==> config.mk <==
export PLATFORM = sky130hd
export DESIGN_NAME = usr_shift_reg
export DESIGN_NICKNAME = d
export VERILOG_FILES = /design/src/include/usr_pkg.sv /design/src/hw/usr_sync.sv /design/src/hw/usr_shift_reg.sv
export SDC_FILE = /design/constraint.sdc
export NUM_CORES = 1
export LEC_CHECK = 0
export BUFFER_PORTS_ARGS = -buffer_cell sky130_fd_sc_hd__buf_2
export CAP_MARGIN = 5
export CORE_UTILIZATION = 47
export CTS_BUF_LIST = sky130_fd_sc_hd__clkbuf_16
export DETAILED_ROUTE_END_ITERATION = 8
export PLACE_DENSITY_LB_ADDON = 0.25
export SETUP_SLACK_MARGIN = 0.15
export SYNTH_ARGS = -nofsm -noshare
export SYNTH_HDL_FRONTEND = slang
export SYNTH_HIERARCHICAL = 1
export SYNTH_SLANG_ARGS = --single-unit
export TNS_END_PERCENT = 1
==> constraint.sdc <==
create_clock -name i_clk -period 4 [get_ports i_clk]
set_input_delay 0.4 -clock i_clk [delete_from_list [all_inputs] [get_ports i_clk]]
set_output_delay 0.4 -clock i_clk [all_outputs]
set_load 0.01 [all_outputs]
==> src/include/usr_pkg.sv <==
// shared constants for the universal shift/storage register
package usr_pkg;

  // storage width and synchroniser depth
  localparam int unsigned WIDTH = 8;
  localparam int unsigned SYNC_STAGES = 2;

  // positions inside the synchronised pin bundle
  localparam int unsigned IN_CLK = 0;
  localparam int unsigned IN_RSI = 1;
  localparam int unsigned IN_LSI = 2;
  localparam int unsigned IN_SEL_LO = 3;
  localparam int unsigned IN_SEL_HI = 4;
  localparam int unsigned IN_CLR_N = 5;
  localparam int unsigned IN_OEA_N = 6;
  localparam int unsigned IN_OEB_N = 7;
  localparam int unsigned IN_PINS = 8;
  localparam int unsigned IN_W = 16;

  // register byte offsets
  localparam logic [7:0] OFS_CTRL = 8'h00;
  localparam logic [7:0] OFS_STATUS = 8'h04;
  localparam logic [7:0] OFS_STEP = 8'h08;

  // control register fields
  localparam int unsigned CTRL_OVR = 0;
  localparam int unsigned CTRL_SEL_LO = 1;
  localparam int unsigned CTRL_SEL_HI = 2;
  localparam int unsigned CTRL_CLEAR = 3;
  localparam int unsigned CTRL_HIZ = 4;
  localparam int unsigned CTRL_W = 5;
  localparam logic [4:0] CTRL_RST = 5'h00;

  // status register fields
  localparam int unsigned ST_STORE = 0;
  localparam int unsigned ST_MODE = 8;
  localparam int unsigned ST_DRV = 10;
  localparam int unsigned ST_Q0 = 11;
  localparam int unsigned ST_Q7 = 12;

  // step register field and reset values
  localparam int unsigned STEP_GO = 0;
  localparam logic [7:0] STORE_RST = 8'h00;

  // operating modes, in select order {high bit, low bit}
  typedef enum logic [1:0] {
    USR_HOLD,
    USR_SHIFT_RIGHT,
    USR_SHIFT_LEFT,
    USR_LOAD
  } usr_mode_t;

endpackage : usr_pkg

==> src/hw/usr_sync.sv <==
`timescale 1ns/1ps
`default_nettype none

// two-stage synchroniser bank for pin inputs
module usr_sync #(
  parameter int unsigned W = 16
) (
  // clock
  input wire logic i_clk,
  // raw pins and synchronised copies
  input wire logic [W-1:0] i_d,
  output logic [W-1:0] o_q
);

  logic [W-1:0] meta_r;

  // the first stage feeds only the second stage
  genvar g;
  for (g = 0; g < W; g++) begin : g_bit
    always_ff @(posedge i_clk) begin
      meta_r[g] <= i_d[g];
      o_q[g] <= meta_r[g];
    end
  end

endmodule : usr_sync

`default_nettype wire

==> src/hw/usr_shift_reg.sv <==
// The address map and the APB slave port were decided locally.
`timescale 1ns/1ps
`default_nettype none

// Notes on behaviour
// - eight storage flip-flops, bit 0 to 7
// - selects pick hold, right, left, load
// - low clear at edge zeroes all bits
// - contents change only at a rising pin clock edge or a software step write
// - load mode captures parallel pins
// - shift right: serial in to bit 0
// - shift left: serial in to bit 7
// - hold mode keeps all bits
// - enabled drivers put bits on pins
// - either enable high floats all pins
// - operations continue with drivers disabled
// - both selects high floats pins for load
// - bit 0 and 7 always on serial outs
module usr_shift_reg (
  // clock and reset
  input wire logic i_clk,
  input wire logic i_sys_rst,
  // apb slave
  input wire logic i_psel,
  input wire logic i_penable,
  input wire logic i_pwrite,
  input wire logic [7:0] i_paddr,
  input wire logic [31:0] i_pwdata,
  output logic [31:0] o_prdata,
  output logic o_pready,
  output logic o_pslverr,
  // control pins
  input wire logic i_shift_clock,
  input wire logic i_right_serial_in,
  input wire logic i_left_serial_in,
  input wire logic i_mode_select_low_bit,
  input wire logic i_mode_select_high_bit,
  input wire logic i_sync_clear_n,
  input wire logic i_pin_drive_enable_a_n,
  input wire logic i_pin_drive_enable_b_n,
  // parallel pins, split three ways
  input wire logic [7:0] i_parallel_pins,
  output logic [7:0] o_parallel_pins,
  output logic [7:0] o_parallel_pins_oe,
  // serial outputs for cascading
  output logic o_bit_zero_serial_out,
  output logic o_bit_seven_serial_out
);

  logic [usr_pkg::IN_W-1:0] raw_w;
  logic [usr_pkg::IN_W-1:0] sync_w;
  logic clk_s;
  logic rsi_s;
  logic lsi_s;
  logic sel_lo_s;
  logic sel_hi_s;
  logic clr_n_s;
  logic oea_n_s;
  logic oeb_n_s;
  logic [7:0] pins_s;
  logic clk_prev_r;
  logic pin_edge_w;
  logic [usr_pkg::CTRL_W-1:0] ctrl_r;
  logic acc_w;
  logic done_w;
  logic wr_w;
  logic hit_ctrl_w;
  logic hit_status_w;
  logic hit_step_w;
  logic hit_any_w;
  logic sw_step_w;
  logic step_w;
  logic ovr_w;
  logic [1:0] sel_w;
  usr_pkg::usr_mode_t mode_w;
  logic clr_n_w;
  logic drv_nxt;
  logic [7:0] store_r;
  logic [7:0] store_nxt;
  logic [31:0] status_w;
  logic [31:0] rd_mux_w;

  // pins come from outside the clock domain, so all pass two flops
  assign raw_w = {i_parallel_pins, i_pin_drive_enable_b_n, i_pin_drive_enable_a_n,
                  i_sync_clear_n, i_mode_select_high_bit, i_mode_select_low_bit,
                  i_left_serial_in, i_right_serial_in, i_shift_clock};

  usr_sync #(
    .W(usr_pkg::IN_W)
  ) u_sync (
    .i_clk(i_clk),
    .i_d(raw_w),
    .o_q(sync_w)
  );

  // named views of the synchronised bundle
  assign clk_s = sync_w[usr_pkg::IN_CLK];
  assign rsi_s = sync_w[usr_pkg::IN_RSI];
  assign lsi_s = sync_w[usr_pkg::IN_LSI];
  assign sel_lo_s = sync_w[usr_pkg::IN_SEL_LO];
  assign sel_hi_s = sync_w[usr_pkg::IN_SEL_HI];
  assign clr_n_s = sync_w[usr_pkg::IN_CLR_N];
  assign oea_n_s = sync_w[usr_pkg::IN_OEA_N];
  assign oeb_n_s = sync_w[usr_pkg::IN_OEB_N];
  assign pins_s = sync_w[usr_pkg::IN_PINS +: 8];

  // remember the synchronised shift clock for edge detection
  always_ff @(posedge i_clk) begin
    if (i_sys_rst) begin
      clk_prev_r <= 1'b0;
    end else begin
      clk_prev_r <= clk_s;
    end
  end

  // apb decode; one wait state gives time to register read data
  assign acc_w = i_psel & i_penable;
  assign done_w = acc_w & o_pready;
  assign wr_w = done_w & i_pwrite;
  assign hit_ctrl_w = (i_paddr == usr_pkg::OFS_CTRL);
  assign hit_status_w = (i_paddr == usr_pkg::OFS_STATUS);
  assign hit_step_w = (i_paddr == usr_pkg::OFS_STEP);
  assign hit_any_w = hit_ctrl_w | hit_status_w | hit_step_w;

  // a step is a rising pin clock edge or a software step write
  assign pin_edge_w = clk_s & ~clk_prev_r;
  assign sw_step_w = wr_w & hit_step_w & i_pwdata[usr_pkg::STEP_GO];
  assign step_w = pin_edge_w | sw_step_w;

  // software may take over the selects from the pins and add a clear to the pin clear
  assign ovr_w = ctrl_r[usr_pkg::CTRL_OVR];
  assign sel_w = ovr_w ? {ctrl_r[usr_pkg::CTRL_SEL_HI], ctrl_r[usr_pkg::CTRL_SEL_LO]}
                       : {sel_hi_s, sel_lo_s};
  assign mode_w = usr_pkg::usr_mode_t'(sel_w);
  assign clr_n_w = clr_n_s & ~(ovr_w & ctrl_r[usr_pkg::CTRL_CLEAR]);

  // next contents; clear wins over every mode
  always_comb begin
    store_nxt = store_r;
    if (step_w) begin
      if (!clr_n_w) begin
        store_nxt = usr_pkg::STORE_RST;
      end else begin
        case (mode_w)
          usr_pkg::USR_HOLD: begin
            store_nxt = store_r;
          end
          usr_pkg::USR_SHIFT_RIGHT: begin
            store_nxt = {store_r[6:0], rsi_s};
          end
          usr_pkg::USR_SHIFT_LEFT: begin
            store_nxt = {lsi_s, store_r[7:1]};
          end
          usr_pkg::USR_LOAD: begin
            store_nxt = pins_s;
          end
          default: begin
            store_nxt = store_r;
          end
        endcase
      end
    end
  end

  // drivers on only with both enables low and no load pending
  assign drv_nxt = ~oea_n_s & ~oeb_n_s & (mode_w != usr_pkg::USR_LOAD)
                   & ~ctrl_r[usr_pkg::CTRL_HIZ];

  // the eight storage flops; enables do not gate them
  always_ff @(posedge i_clk) begin
    if (i_sys_rst) begin
      store_r <= usr_pkg::STORE_RST;
    end else begin
      store_r <= store_nxt;
    end
  end

  // pin values and serial outputs come straight from storage
  assign o_parallel_pins = store_r;
  assign o_bit_zero_serial_out = store_r[0];
  assign o_bit_seven_serial_out = store_r[7];

  // driver enable flops, one per pin position
  always_ff @(posedge i_clk) begin
    if (i_sys_rst) begin
      o_parallel_pins_oe <= 8'h00;
    end else begin
      o_parallel_pins_oe <= {8{drv_nxt}};
    end
  end

  // control register, written at the completing access edge
  always_ff @(posedge i_clk) begin
    if (i_sys_rst) begin
      ctrl_r <= usr_pkg::CTRL_RST;
    end else if (wr_w && hit_ctrl_w) begin
      ctrl_r <= i_pwdata[usr_pkg::CTRL_W-1:0];
    end
  end

  // status view of the block's own state
  always_comb begin
    status_w = 32'h0000_0000;
    status_w[usr_pkg::ST_STORE +: 8] = store_r;
    status_w[usr_pkg::ST_MODE +: 2] = sel_w;
    status_w[usr_pkg::ST_DRV] = o_parallel_pins_oe[0];
    status_w[usr_pkg::ST_Q0] = store_r[0];
    status_w[usr_pkg::ST_Q7] = store_r[7];
  end

  // read mux; the step register reads as zero
  assign rd_mux_w = hit_ctrl_w ? {{(32 - usr_pkg::CTRL_W){1'b0}}, ctrl_r}
                  : hit_status_w ? status_w : 32'h0000_0000;

  // answer one cycle into the access phase; unmapped gets an error
  always_ff @(posedge i_clk) begin
    if (i_sys_rst) begin
      o_pready <= 1'b0;
      o_prdata <= 32'h0000_0000;
      o_pslverr <= 1'b0;
    end else begin
      o_pready <= acc_w & ~o_pready;
      o_prdata <= (acc_w && !o_pready && !i_pwrite) ? rd_mux_w : 32'h0000_0000;
      o_pslverr <= acc_w & ~o_pready & ~hit_any_w;
    end
  end
endmodule : usr_shift_reg

`default_nettype wire

## Yosys cells after proc, flatten, opt, wreduce, memory -nomap -nowiden

Cells that the tools add are included.
W data, S select, Z words.

- Flip-flop bits (word level): 81
- Logic and storage cells: 89
- Output and inout bits: 52
- Input port bits: 61

- Equal/unequal tests: 7
- Muxes and demuxes: 5
- Bitwise logic cells: 25
- Reduce and logical (&&, ||, !) cells: 11

Operators with widths:

| operator | number |
|---|---|
| $pmux W8 S3 | 1 |
| $and A1 B1 Y1 | 13 |
| $mux W5 | 2 |
| $not A1 Y1 | 9 |
| $eq A8 B3 Y1 const B | 1 |
| $eq A8 B4 Y1 const B | 1 |
| $logic_not A8 Y1 | 1 |
| $mux W8 | 1 |
| $eq A2 B2 Y1 const B | 2 |
| $ne A2 B2 Y1 const B | 2 |
| $reduce_or A4 Y1 | 1 |
| $logic_and A1 B1 Y1 | 3 |
| $or A1 B1 Y1 | 3 |
| $reduce_or A3 Y1 | 1 |
| $eq A2 B1 Y1 const B | 1 |
| $logic_not A1 Y1 | 2 |
| $logic_not A2 Y1 | 1 |
| $mux W2 | 1 |
| $reduce_and A2 Y1 | 1 |
| $reduce_or A2 Y1 | 1 |

## Longest topological paths before layout

Gate-level depths: netlist of run 1.

- Depth after elaboration: 7
- Gate-level depth with buffers: 6
- Depth with buffers taken out: 5

## Hierarchy

Netlist of run 1, hierarchy kept.

By module, submodules not included:

| module | area an instance (um^2) | times used | cells each |
|---|---|---|---|
| usr_shift_reg | 1487.7 | 1 | 163 |
| usr_sync | 640.6 | 1 | 32 |

## Worst setup path before layout of run 1

OpenSTA, ideal clock, no wires.

- Kind: input to register
- Start point: in i_paddr[1]
- End point: reg ctrl_r[0] in the netlist's numbering
- Arrival: 1.581 ns
- Setup time: 0.125 ns
- Cell stages on the path: 6
- Slack: 2.294 ns
- Cells stage by stage: nor4_1 nand2_1 or4_1 buf_2 mux2i_1 nor2_1

- Cells in the longest elaborated chain, start to end: 2

Ends and longest elaborated chain:

| item | line | text |
|---|---|---|
| start: declaration | usr_shift_reg.sv:27 | `input wire logic [7:0] i_paddr,` |
| $logic_not A8 Y1 | usr_shift_reg.sv:120 | `assign hit_ctrl_w = (i_paddr == usr_pkg::OFS_CTRL);` |
| $logic_and A1 B1 Y1 | usr_shift_reg.sv:196 | `end else if (wr_w && hit_ctrl_w) begin` |
| end signal: assignment | usr_shift_reg.sv:195 | `ctrl_r <= usr_pkg::CTRL_RST;` |
| end signal: assignment | usr_shift_reg.sv:197 | `ctrl_r <= i_pwdata[usr_pkg::CTRL_W-1:0];` |
| end: declaration | usr_shift_reg.sv:63 | `logic [usr_pkg::CTRL_W-1:0] ctrl_r;` |

Every way passes these cells.
A chain may end at the register's enable or synchronous reset.

## Worst setup path in the final report of run 1

- Start point: reg ctrl_r[0] in the netlist's numbering
- End point: reg store_r[6], in the netlist o_parallel_pins[6]

- Cells in the longest elaborated chain, start to end: 5
- Elaborated cells between the ends (all ways): 12
- Classes of those cells: 4 x eq/ne; 3 x mux; 3 x bitwise; 2 x reduce/logical

Ends and longest elaborated chain:

| item | line | text |
|---|---|---|
| parallel branches: the longest is 5 deep, another holds $pmux W8 S3 | - |  |
| end signal: assignment | usr_shift_reg.sv:172 | `store_r <= usr_pkg::STORE_RST;` |
| end signal: assignment | usr_shift_reg.sv:174 | `store_r <= store_nxt;` |
| end: declaration | usr_shift_reg.sv:78 | `logic [7:0] store_r;` |

Parallel ways; which one is timed is not known.

==> impl_metrics.py, run 1 <==
metrics = {
    "outcome": {
        "status": "finished, violations left",
        "violations": "DRC",
    },
    "logic_synthesis": {
        "synth-edff-count": 0,
        "synth_flop_cell": "dfxtp_1",
        "yosysWarnings": 6,
        "ys_top_cells_by_count": "dfxtp_1, buf_4, nand2_1",
        "syn-cell-area_sq_um": 2130,
        "yosysMostFrequentCell": "dfxtp_1",
        "synth_top_area_share_pct": 57.4,
        "ys_top_cells_by_area": "dfxtp_1, buf_4, mux2i_1, nand2_1, o211ai_1",
        "synth.distinct_cells": 30,
        "yosys_register_bits": 61,
        "synth_top_area_cell": "dfxtp_1",
        "synth_cells": 195,
        "async_reset_ff_share_pct": 0,
        "syn_avg_cell_area_sq_um": 10.9,
        "synth-seq-area-share_pct": 57.4,
    },
    "final_layout": {
        "layoutNonFillerInstCount": 312,
        "diodes": 0,
        "nNetsFinal": 317,
        "layout-drive-gt1-share_pct": 31.9,
        "synthToLayoutAreaGrowth_pct": 21.9,
    },
    "sta": {
        "tightest_slew_ps": 992,
        "fin_crit_sh_pct": 45.7,
        "drv_slew": 0,
        "tns_ps": 0,
        "fmax_ghz": 0.547,
        "hold_violations": 0,
        "max_slew_margin_pct": 33.4,
        "skew_ps": 4.65,
        "hold_ws_ps": 189,
        "period_needed_ps": 1830,
        "rsz0062_at_grt": "no",
        "setup_viol": 0,
    },
    "clock_network": {
        "h-tree-depth": 3,
        "cts_buffer_depth": 2,
        "clkTransAtPathRegs_ps": 50,
        "clk_latency_ps": 310,
        "post_cts_buffers": 0,
        "hold_buffers": 0,
        "clkSinkCount": 61,
        "root_buffer": "clkbuf_16",
        "cts_tree": "yes",
        "cts_inserted_buffers": 9,
        "cts_resized": 0,
    },
    "die": {
        "start_util_pct": 48.9,
        "ios": 113,
        "die_h_microns": 69.3,
        "rows": 24,
        "die-area_sq_um": 4800,
        "core_area_sq_um": 4350,
        "die_width_microns": 69.3,
    },
    "placement": {
        "place_hpwl_microns": 2460,
        "dp.cells": 297,
        "io_buffers": 66,
        "gp_congestion": 0.772,
    },
    "routing": {
        "avgViaCountPerCell": 4.53,
        "wl_per_cell_microns": 10.9,
        "drc_errors": 1,
        "dr.first_iter.drc_count": 62,
        "num_vias": 1414,
        "wl_microns": 3400,
        "drtPass1Iterations": 6,
        "ant_nets": 0,
    },
    "pwr": {
        "switching_share_pct": 20.4,
        "comb_power_share_pct": 5.1,
        "p_leak_nw": 1.28,
        "power.density_nw_per_um2": 514,
        "power_frac_seq_pct": 48.0,
        "p_int_mw": 1.06,
        "power_frac_clock_pct": 46.9,
        "p_switching_uw": 272,
        "vdd_drop_max_mv": 0.240,
    },
    "worst_setup_path": {
        "critical_path_required_ps": 4240,
        "arrival_ps": 2070,
        "critPathLaunchType": "register",
        "cp_max_fo": 9,
        "endpoint_kind": "register",
        "critPathKind": "reg2reg",
    },
    "hold_path": {
        "worstHoldPathType": "in2reg",
    },
    "global_route": {
        "grt_usage_pct": 15.4,
        "antenna_found_initial": 0,
        "grt_max_degree": 19,
        "grt-ovfl-total": 0,
        "grt_pass1_wl_microns": 5660,
        "first_global_vias": 1296,
    },
    "job": {
        "drv_cap": 0,
    },
}
-- placed cells by master, fill, tap and decap left out, types with 2 or more instances in the layout --
cell type / instances
nor2b_1: 2
a22o_1: 5
buf_2: 66
nand2b_1: 8
mux2i_1: 14
inv_1: 5
nand2_1: 19
a21oi_1: 3
and2_1: 6
nand3_1: 8
nor2_1: 9
or4_1: 2
o211ai_1: 8
clkinv_1: 3
conb_1: 19
dfxtp_1: 61
clkbuf_16: 9
-- power groups by stage --
| stage | sequential (mW) | combinational, mW | clock, mW |
|---|---|---|---|
| 6_report | 0.640 | 0.0685 | 0.625 |
| 5_1_grt | 0.641 | 0.0770 | 0.668 |
| 4_1_cts | 0.640 | 0.0690 | 0.639 |
| 3_5_place_dp | 0.651 | 0.0686 | 0 |
| 3_3_place_gp | 0.651 | 0.0676 | 0 |
| 2_1_floorplan | 0.651 | 0.0558 | 0 |
-- routing by layer --
layer | vias up | wire (microns) | part of all wire (%) | track usage, %
met1 | 619 | 1530 | 45 | 18.4
li1 | 730 | - | - | -
met3 | 2 | 219 | 6.4 | 4.07
met5 | - | 0 | 0 | 0
met4 | 0 | 24 | 0.71 | 11.6
met2 | 63 | 1630 | 48 | 23.7
-- sequential cells by signal (all words and copies together) (netlist names) --
signal,flops
o_pready,1
u_sync/o_q,16
o_pslverr,1
u_sync/meta_r,16
o_parallel_pins_oe,1
ctrl_r,5
o_parallel_pins,8
o_prdata,12
clk_prev_r,1
-- worst max-delay path, cell delays in order, from the launching register on --
cell,delay (ps)
dfxtp_1,490
mux2i_1,750
nand2_1,140
nand3_1,110
o211ai_1,90
mux2i_1,170
-- cell families after synthesis --
logic type	share of synthesized area (%)
AND/OR/NAND/NOR	15.3
buffers and inverters	12.1
flip-flops	57.4
multiplexers	7.82
AO/OA/AOI/OAI	7.23
other	0.176
-- through the flow --
step	worst slack, ps	utilization, %	cell area (sq um)	total power [mW]
5_1_grt	1890	59.6	2590	1.39
3_5_place_dp	2020	53.9	2340	0.720
3_3_place_gp	2040	53.9	2340	0.719
2_1_floorplan	2290	-	2200	0.707
4_1_cts	2150	59.6	2590	1.35
6_report	2170	59.6	2590	1.33
-- area by class of cell --
cell class                      instances  area, sq um
Fill cell                             400         1760
Sequential cell                        61         1220
Multi-Input combinational cell        115          717
Timing Repair Buffer                   66          330
Clock buffer                            9          225
Tap cell                               52         65.1
Clock inverter                          6         23.8
Inverter                                3         11.3
-- final timing paths --
| path | endpoint | cells past startpoint | from | slack [ps] |
|---|---|---|---|---|
| max | o_parallel_pins[6]$_SDFFE_PP0P_ | 5 | ctrl_r[0]$_SDFFE_PP0P_ | 2170 |
| min reg2reg | u_sync/o_q[3]$_DFF_P_ | 0 | u_sync/meta_r[3]$_DFF_P_ | 320 |
| min | u_sync/meta_r[6]$_DFF_P_ | 1 | i_pin_drive_enable_a_n | 190 |
| max reg2reg | o_parallel_pins[6]$_SDFFE_PP0P_ | 5 | ctrl_r[0]$_SDFFE_PP0P_ | 2170 |
No activity file was read; power rests on OpenSTA's default activity.
==> inputs of run 2 (changes only) <==
--- a/config.mk
+++ b/config.mk
@@ -7,7 +7,7 @@
 export LEC_CHECK = 0
 export BUFFER_PORTS_ARGS = -buffer_cell sky130_fd_sc_hd__buf_2
 export CAP_MARGIN = 5
-export CORE_UTILIZATION = 47
+export CORE_UTILIZATION = 40
 export CTS_BUF_LIST = sky130_fd_sc_hd__clkbuf_16
 export DETAILED_ROUTE_END_ITERATION = 8
 export PLACE_DENSITY_LB_ADDON = 0.25
==> constraint.sdc (replaced) <==
create_clock -name i_clk -period 1.45 [get_ports i_clk]
set_input_delay 0.145 -clock i_clk [delete_from_list [all_inputs] [get_ports i_clk]]
set_output_delay 0.145 -clock i_clk [all_outputs]
set_load 0.01 [all_outputs]
==> impl_metrics.py, run 2 (synthesized netlist as in run 1, its figures left out) <==
metrics = {
    "final_layout": {
        "layout-drive-gt1-share_pct": 35.2,
        "fillers": 485,
        "reg_top3": "u_sync/meta_r (16), u_sync/o_q (16), o_prdata (12)",
        "final_cell_mix": "buf_2, dfxtp_1, nand2_1, conb_1, dlygate4sd3_1",
        "nNetsFinal": 343,
        "diodes": 0,
        "final_util_pct": 56.7,
        "synthToLayoutAreaGrowth_pct": 36.0,
        "final_common_cell": "buf_2",
        "final_area_sq_um": 2900,
    },
    "die": {
        "die_width_microns": 74.9,
        "start_util_pct": 41.7,
        "rows": 26,
        "die_h_microns": 74.9,
        "die-area_sq_um": 5620,
        "core_area_sq_um": 5110,
        "ios": 113,
    },
    "clock_network": {
        "clkTransAtPathRegs_ps": 50,
        "cts_tree": "yes",
        "cts_inserted_buffers": 9,
        "post_cts_buffers": 0,
        "clk_latency_ps": 320,
        "cts_buffer_depth": 2,
        "root_buffer": "clkbuf_16",
        "clkSinkCount": 61,
        "h-tree-depth": 3,
    },
    "routing": {
        "wl_per_cell_microns": 10.8,
        "drt-met1-wl_microns": 1770,
        "dr.first_iter.drc_count": 58,
        "routed.top_layer": "met4",
        "ant_nets": 0,
        "drtPass1Iterations": 6,
        "wl_microns": 3860,
        "num_vias": 1502,
        "met3_wirelength_microns": 213,
        "drc_errors": 0,
        "met2_length_microns": 1750,
        "avgViaCountPerCell": 4.21,
    },
    "pwr": {
        "switching_share_pct": 22.1,
        "total_power_mw": 3.85,
        "comb_power_share_pct": 6.2,
        "power_frac_seq_pct": 45.9,
        "power_frac_clock_pct": 47.9,
        "p_int_mw": 3.00,
        "vdd_drop_max_mv": 0.665,
        "p_leak_nw": 1.40,
        "p_switching_uw": 848,
        "power.density_nw_per_um2": 1330,
    },
    "placement": {
        "place_hpwl_microns": 2620,
        "io_buffers": 66,
        "gp_congestion": 0.745,
        "place_area_sq_um": 2440,
    },
    "worst_setup_path": {
        "endpoint_kind": "register",
        "critPathKind": "reg2reg",
        "cpMaxStageDelayCell": "or4_4",
        "crit_chain": "or3_4, or4_4, nor2_4, a22o_1",
        "critPathMaxStageDelay_ps": 490,
        "cp_max_fo": 6,
        "reg2regPathDepth": 4,
        "arrival_ps": 1860,
        "critPathLaunchType": "register",
        "critical_path_required_ps": 1710,
    },
    "sta": {
        "fmax_ghz": 0.624,
        "drv_slew": 0,
        "setup_ws_ps": -153,
        "period_needed_ps": 1600,
        "rsz0062_at_grt": "yes",
        "max_slew_margin_pct": 61.9,
        "tightest_slew_ps": 572,
        "hold_violations": 0,
        "fin_crit_sh_pct": 111,
        "setup_viol": 19,
        "skew_ps": 6.56,
    },
    "hold_path": {
        "worstHoldPathType": "in2reg",
        "min_path_cells": 3,
    },
    "global_route": {
        "grt_usage_pct": 15.5,
        "grt_max_degree": 19,
        "antenna_found_initial": 0,
        "grt_pass1_wl_microns": 6110,
        "grt-ovfl-total": 0,
        "first_global_vias": 1354,
    },
    "outcome": {
        "status": "finished, violations left",
        "violations": "setup timing",
    },
    "job": {
        "drv_cap": 0,
    },
}
==> run 2: final timing paths <==
| check | startpoint | end | slack (ps) |
|---|---|---|---|
| max | o_pready$_SDFF_PP0_ | o_prdata[4]$_SDFF_PP0_ | -150 |
| min | i_pwdata[2] | ctrl_r[2]$_SDFFE_PP0P_ | 70 |
| max reg2reg | o_pready$_SDFF_PP0_ | o_prdata[4]$_SDFF_PP0_ | -150 |
| min reg2reg | u_sync/meta_r[5]$_DFF_P_ | u_sync/o_q[5]$_DFF_P_ | 320 |
==> run 2: routing by layer <==
layer	vias up	global-route usage (%)
li1	784	-
met1	645	18.3
met2	62	23.1
met3	11	4.82
met4	0	12.6
met5	-	0
==> run 2: cell type report <==
type	instances	area, sq um	area share [%]
sequential	61	1220	42.3
multi-input combinational	116	746	25.8
clock inverter	7	43.8	1.51
inverter	3	11.3	0.389
timing repair buffer	91	558	19.3
clock buffer	9	225	7.78
tap	70	87.6	3.03
==> run 2: power groups by stage <==
stage	logic (mW)	registers, mW	clock network (mW)
final	0.238	1.76	1.84
after floorplan	0.155	1.80	0
after CTS	0.235	1.76	1.89
after global routing	0.270	1.77	1.97
after global placement	0.201	1.80	0
after detailed placement	0.202	1.80	0
==> run 2: worst max-delay path, delay by kind of cell (launching register included) <==
family	cells	cell delay, ps
AND/OR/NAND/NOR	3	1060
flip-flops	1	320
AO/OA/AOI/OAI	1	160
==> run 2: stage by stage <==
stage | setup slack, ps | instances | hold slack (ps) | setup TNS (ps)
floorplan | -125 | 213 | 173 | -2250
global placement | -203 | 324 | 247 | -3920
detailed placement | -243 | 324 | 249 | -4310
CTS | -166 | 357 | 54.7 | -2390
global route | -194 | 357 | 97.5 | -2940
finish | -153 | 357 | 71.3 | -1680
==> run 2: timing repair <==
item,CTS,global route
setup endpoints to repair,25,26
gates cloned,1,0
resized for setup,2,4
pin swaps,5,7
hold endpoints to repair,16,0
hold buffers,16,0
==> inputs of run 3 (changes only) <==
--- a/config.mk
+++ b/config.mk
@@ -7,10 +7,12 @@
 export LEC_CHECK = 0
 export BUFFER_PORTS_ARGS = -buffer_cell sky130_fd_sc_hd__buf_2
 export CAP_MARGIN = 5
-export CORE_UTILIZATION = 40
+export CORE_UTILIZATION = 44
 export CTS_BUF_LIST = sky130_fd_sc_hd__clkbuf_16
 export DETAILED_ROUTE_END_ITERATION = 8
+export HOLD_SLACK_MARGIN = 0.15
 export PLACE_DENSITY_LB_ADDON = 0.25
+export REMOVE_ABC_BUFFERS = 1
 export SETUP_SLACK_MARGIN = 0.15
 export SYNTH_ARGS = -nofsm -noshare
 export SYNTH_HDL_FRONTEND = slang
==> constraint.sdc (replaced) <==
create_clock -name i_clk -period 1.5 [get_ports i_clk]
set_input_delay 0.15 -clock i_clk [delete_from_list [all_inputs] [get_ports i_clk]]
set_output_delay 0.15 -clock i_clk [all_outputs]
set_load 0.01 [all_outputs]
==> impl_metrics.py, run 3 (synthesized netlist as in run 1, its figures left out) <==
metrics = {
    "hold_path": {
        "worstHoldPathType": "in2reg",
    },
    "job": {
        "drv_cap": 0,
    },
    "final_layout": {
        "nNetsFinal": 349,
        "diodes": 0,
        "reg_top3": "u_sync/meta_r (16), u_sync/o_q (16), o_prdata (12)",
        "final_area_sq_um": 2960,
        "final_common_cell": "buf_2",
        "layout-drive-gt1-share_pct": 34.6,
        "synthToLayoutAreaGrowth_pct": 39.3,
        "final_cell_mix": "buf_2, dfxtp_1, dlygate4sd3_1, nand2_1, conb_1",
    },
    "routing": {
        "drc_errors": 0,
        "num_vias": 1552,
        "wl_microns": 3890,
        "ant_nets": 0,
        "drtPass1Iterations": 4,
        "dr.first_iter.drc_count": 78,
        "wl_per_cell_microns": 11.3,
        "avgViaCountPerCell": 4.51,
    },
    "clock_network": {
        "root_buffer": "clkbuf_16",
        "cts_tree": "yes",
        "post_cts_buffers": 0,
        "clkTransAtPathRegs_ps": 50,
        "clk_latency_ps": 320,
        "cts_buffer_depth": 2,
        "clkSinkCount": 61,
        "h-tree-depth": 3,
        "cts_inserted_buffers": 9,
    },
    "die": {
        "rows": 24,
        "die-area_sq_um": 5120,
        "core_area_sq_um": 4500,
        "die_width_microns": 71.6,
        "start_util_pct": 47.2,
        "ios": 113,
        "die_h_microns": 71.6,
    },
    "placement": {
        "place_area_sq_um": 2410,
        "io_buffers": 66,
        "preCtsSetupSlack_ps": -208,
        "gp_congestion": 0.761,
        "place_hpwl_microns": 2590,
    },
    "sta": {
        "fmax_ghz": 0.628,
        "setup_viol": 13,
        "hold_violations": 0,
        "tightest_slew_ps": 558,
        "skew_ps": 4.10,
        "rsz0062_at_grt": "yes",
        "max_slew_margin_pct": 62.8,
        "drv_slew": 0,
        "setup_ws_ps": -92.5,
        "fin_crit_sh_pct": 106,
        "tns_ps": -830,
        "period_needed_ps": 1590,
    },
    "global_route": {
        "first_global_vias": 1433,
        "grt_max_degree": 19,
        "antenna_found_initial": 0,
        "grt-ovfl-total": 0,
        "grt_usage_pct": 17.3,
        "grt_pass1_wl_microns": 6470,
    },
    "worst_setup_path": {
        "critPathKind": "reg2reg",
        "critPathMaxStageDelay_ps": 500,
        "arrival_ps": 1860,
        "cp_max_fo": 6,
        "crit_chain": "or3_4, or4_4, nor2_4, a22o_1",
        "endpoint_kind": "register",
        "critical_path_required_ps": 1760,
        "critPathLaunchType": "register",
        "cpMaxStageDelayCell": "or4_4",
    },
    "pwr": {
        "vdd_drop_max_mv": 0.890,
        "p_leak_nw": 1.45,
        "power.density_nw_per_um2": 1360,
        "total_power_mw": 4.02,
    },
    "outcome": {
        "status": "finished, violations left",
        "violations": "setup timing",
    },
}
-- run 3: cell types whose count changed in the layout (fill, tap and decap cells not counted), sizes merged --
cell / change
dlygate4sd3: +6
inv: -1
clkinv: +1
bufinv: +2
clkinvlp: -3
-- run 3: path summary, 6_finish.rpt --
check	startpoint	end	slack, ps	depth (start not counted)
worst max-delay path	o_pready$_SDFF_PP0_	o_prdata[4]$_SDFF_PP0_	-90	4
worst min-delay path	i_paddr[2]	o_pslverr$_SDFF_PP0_	190	3
worst max register to register	o_pready$_SDFF_PP0_	o_prdata[4]$_SDFF_PP0_	-90	4
worst min register to register	u_sync/meta_r[14]$_DFF_P_	u_sync/o_q[14]$_DFF_P_	320	0
-- run 3: metrics by stage --
step                      utilization, %  hold slack, ps  cells
after floorplan                        -             178    179
after global placement              53.6             253    306
after detailed placement            53.6             254    306
after CTS                           65.7             162    344
after global routing                65.8             210    344
final                               65.8             194    344
-- run 3: repair_timing --
item | in CTS | in global routing
setup endpoints to repair | 25 | 25
endpoints found under the hold margin | 22 | 0
gates cloned | 1 | 0
pin swaps | 10 | 7
resized for setup | 5 | 1
hold buffers | 22 | 0
-- run 3: critical path: cells and delay by family (launching register included) --
family / cells / cell delay [ps]
AO/OA/AOI/OAI: 1 / 160
AND/OR/NAND/NOR: 3 / 1050
flip-flops: 1 / 320
-- run 3: final cells by class --
class                           instances  area [sq um]
Clock inverter                          6          78.8
Sequential cell                        61          1220
Timing Repair Buffer                   97           618
Clock buffer                            9           225
Fill cell                             353          1540
Inverter                                3          11.3
Tap cell                               52          65.1
Multi-Input combinational cell        116           742
-- run 3: power breakdown --
part           total, mW  switching, mW  internal, mW
sequential          1.71         0.0240          1.68
clock               2.07          0.647          1.42
combinational      0.241          0.116         0.125
-- run 3: per-layer routing --
layer	part of all wire, %	GRT usage, %	up-vias
met2	48	28.7	66
met3	5.5	6.61	11
li1	-	-	797
met1	44	18.8	678
met5	0	0	-
met4	2.7	10.5	0
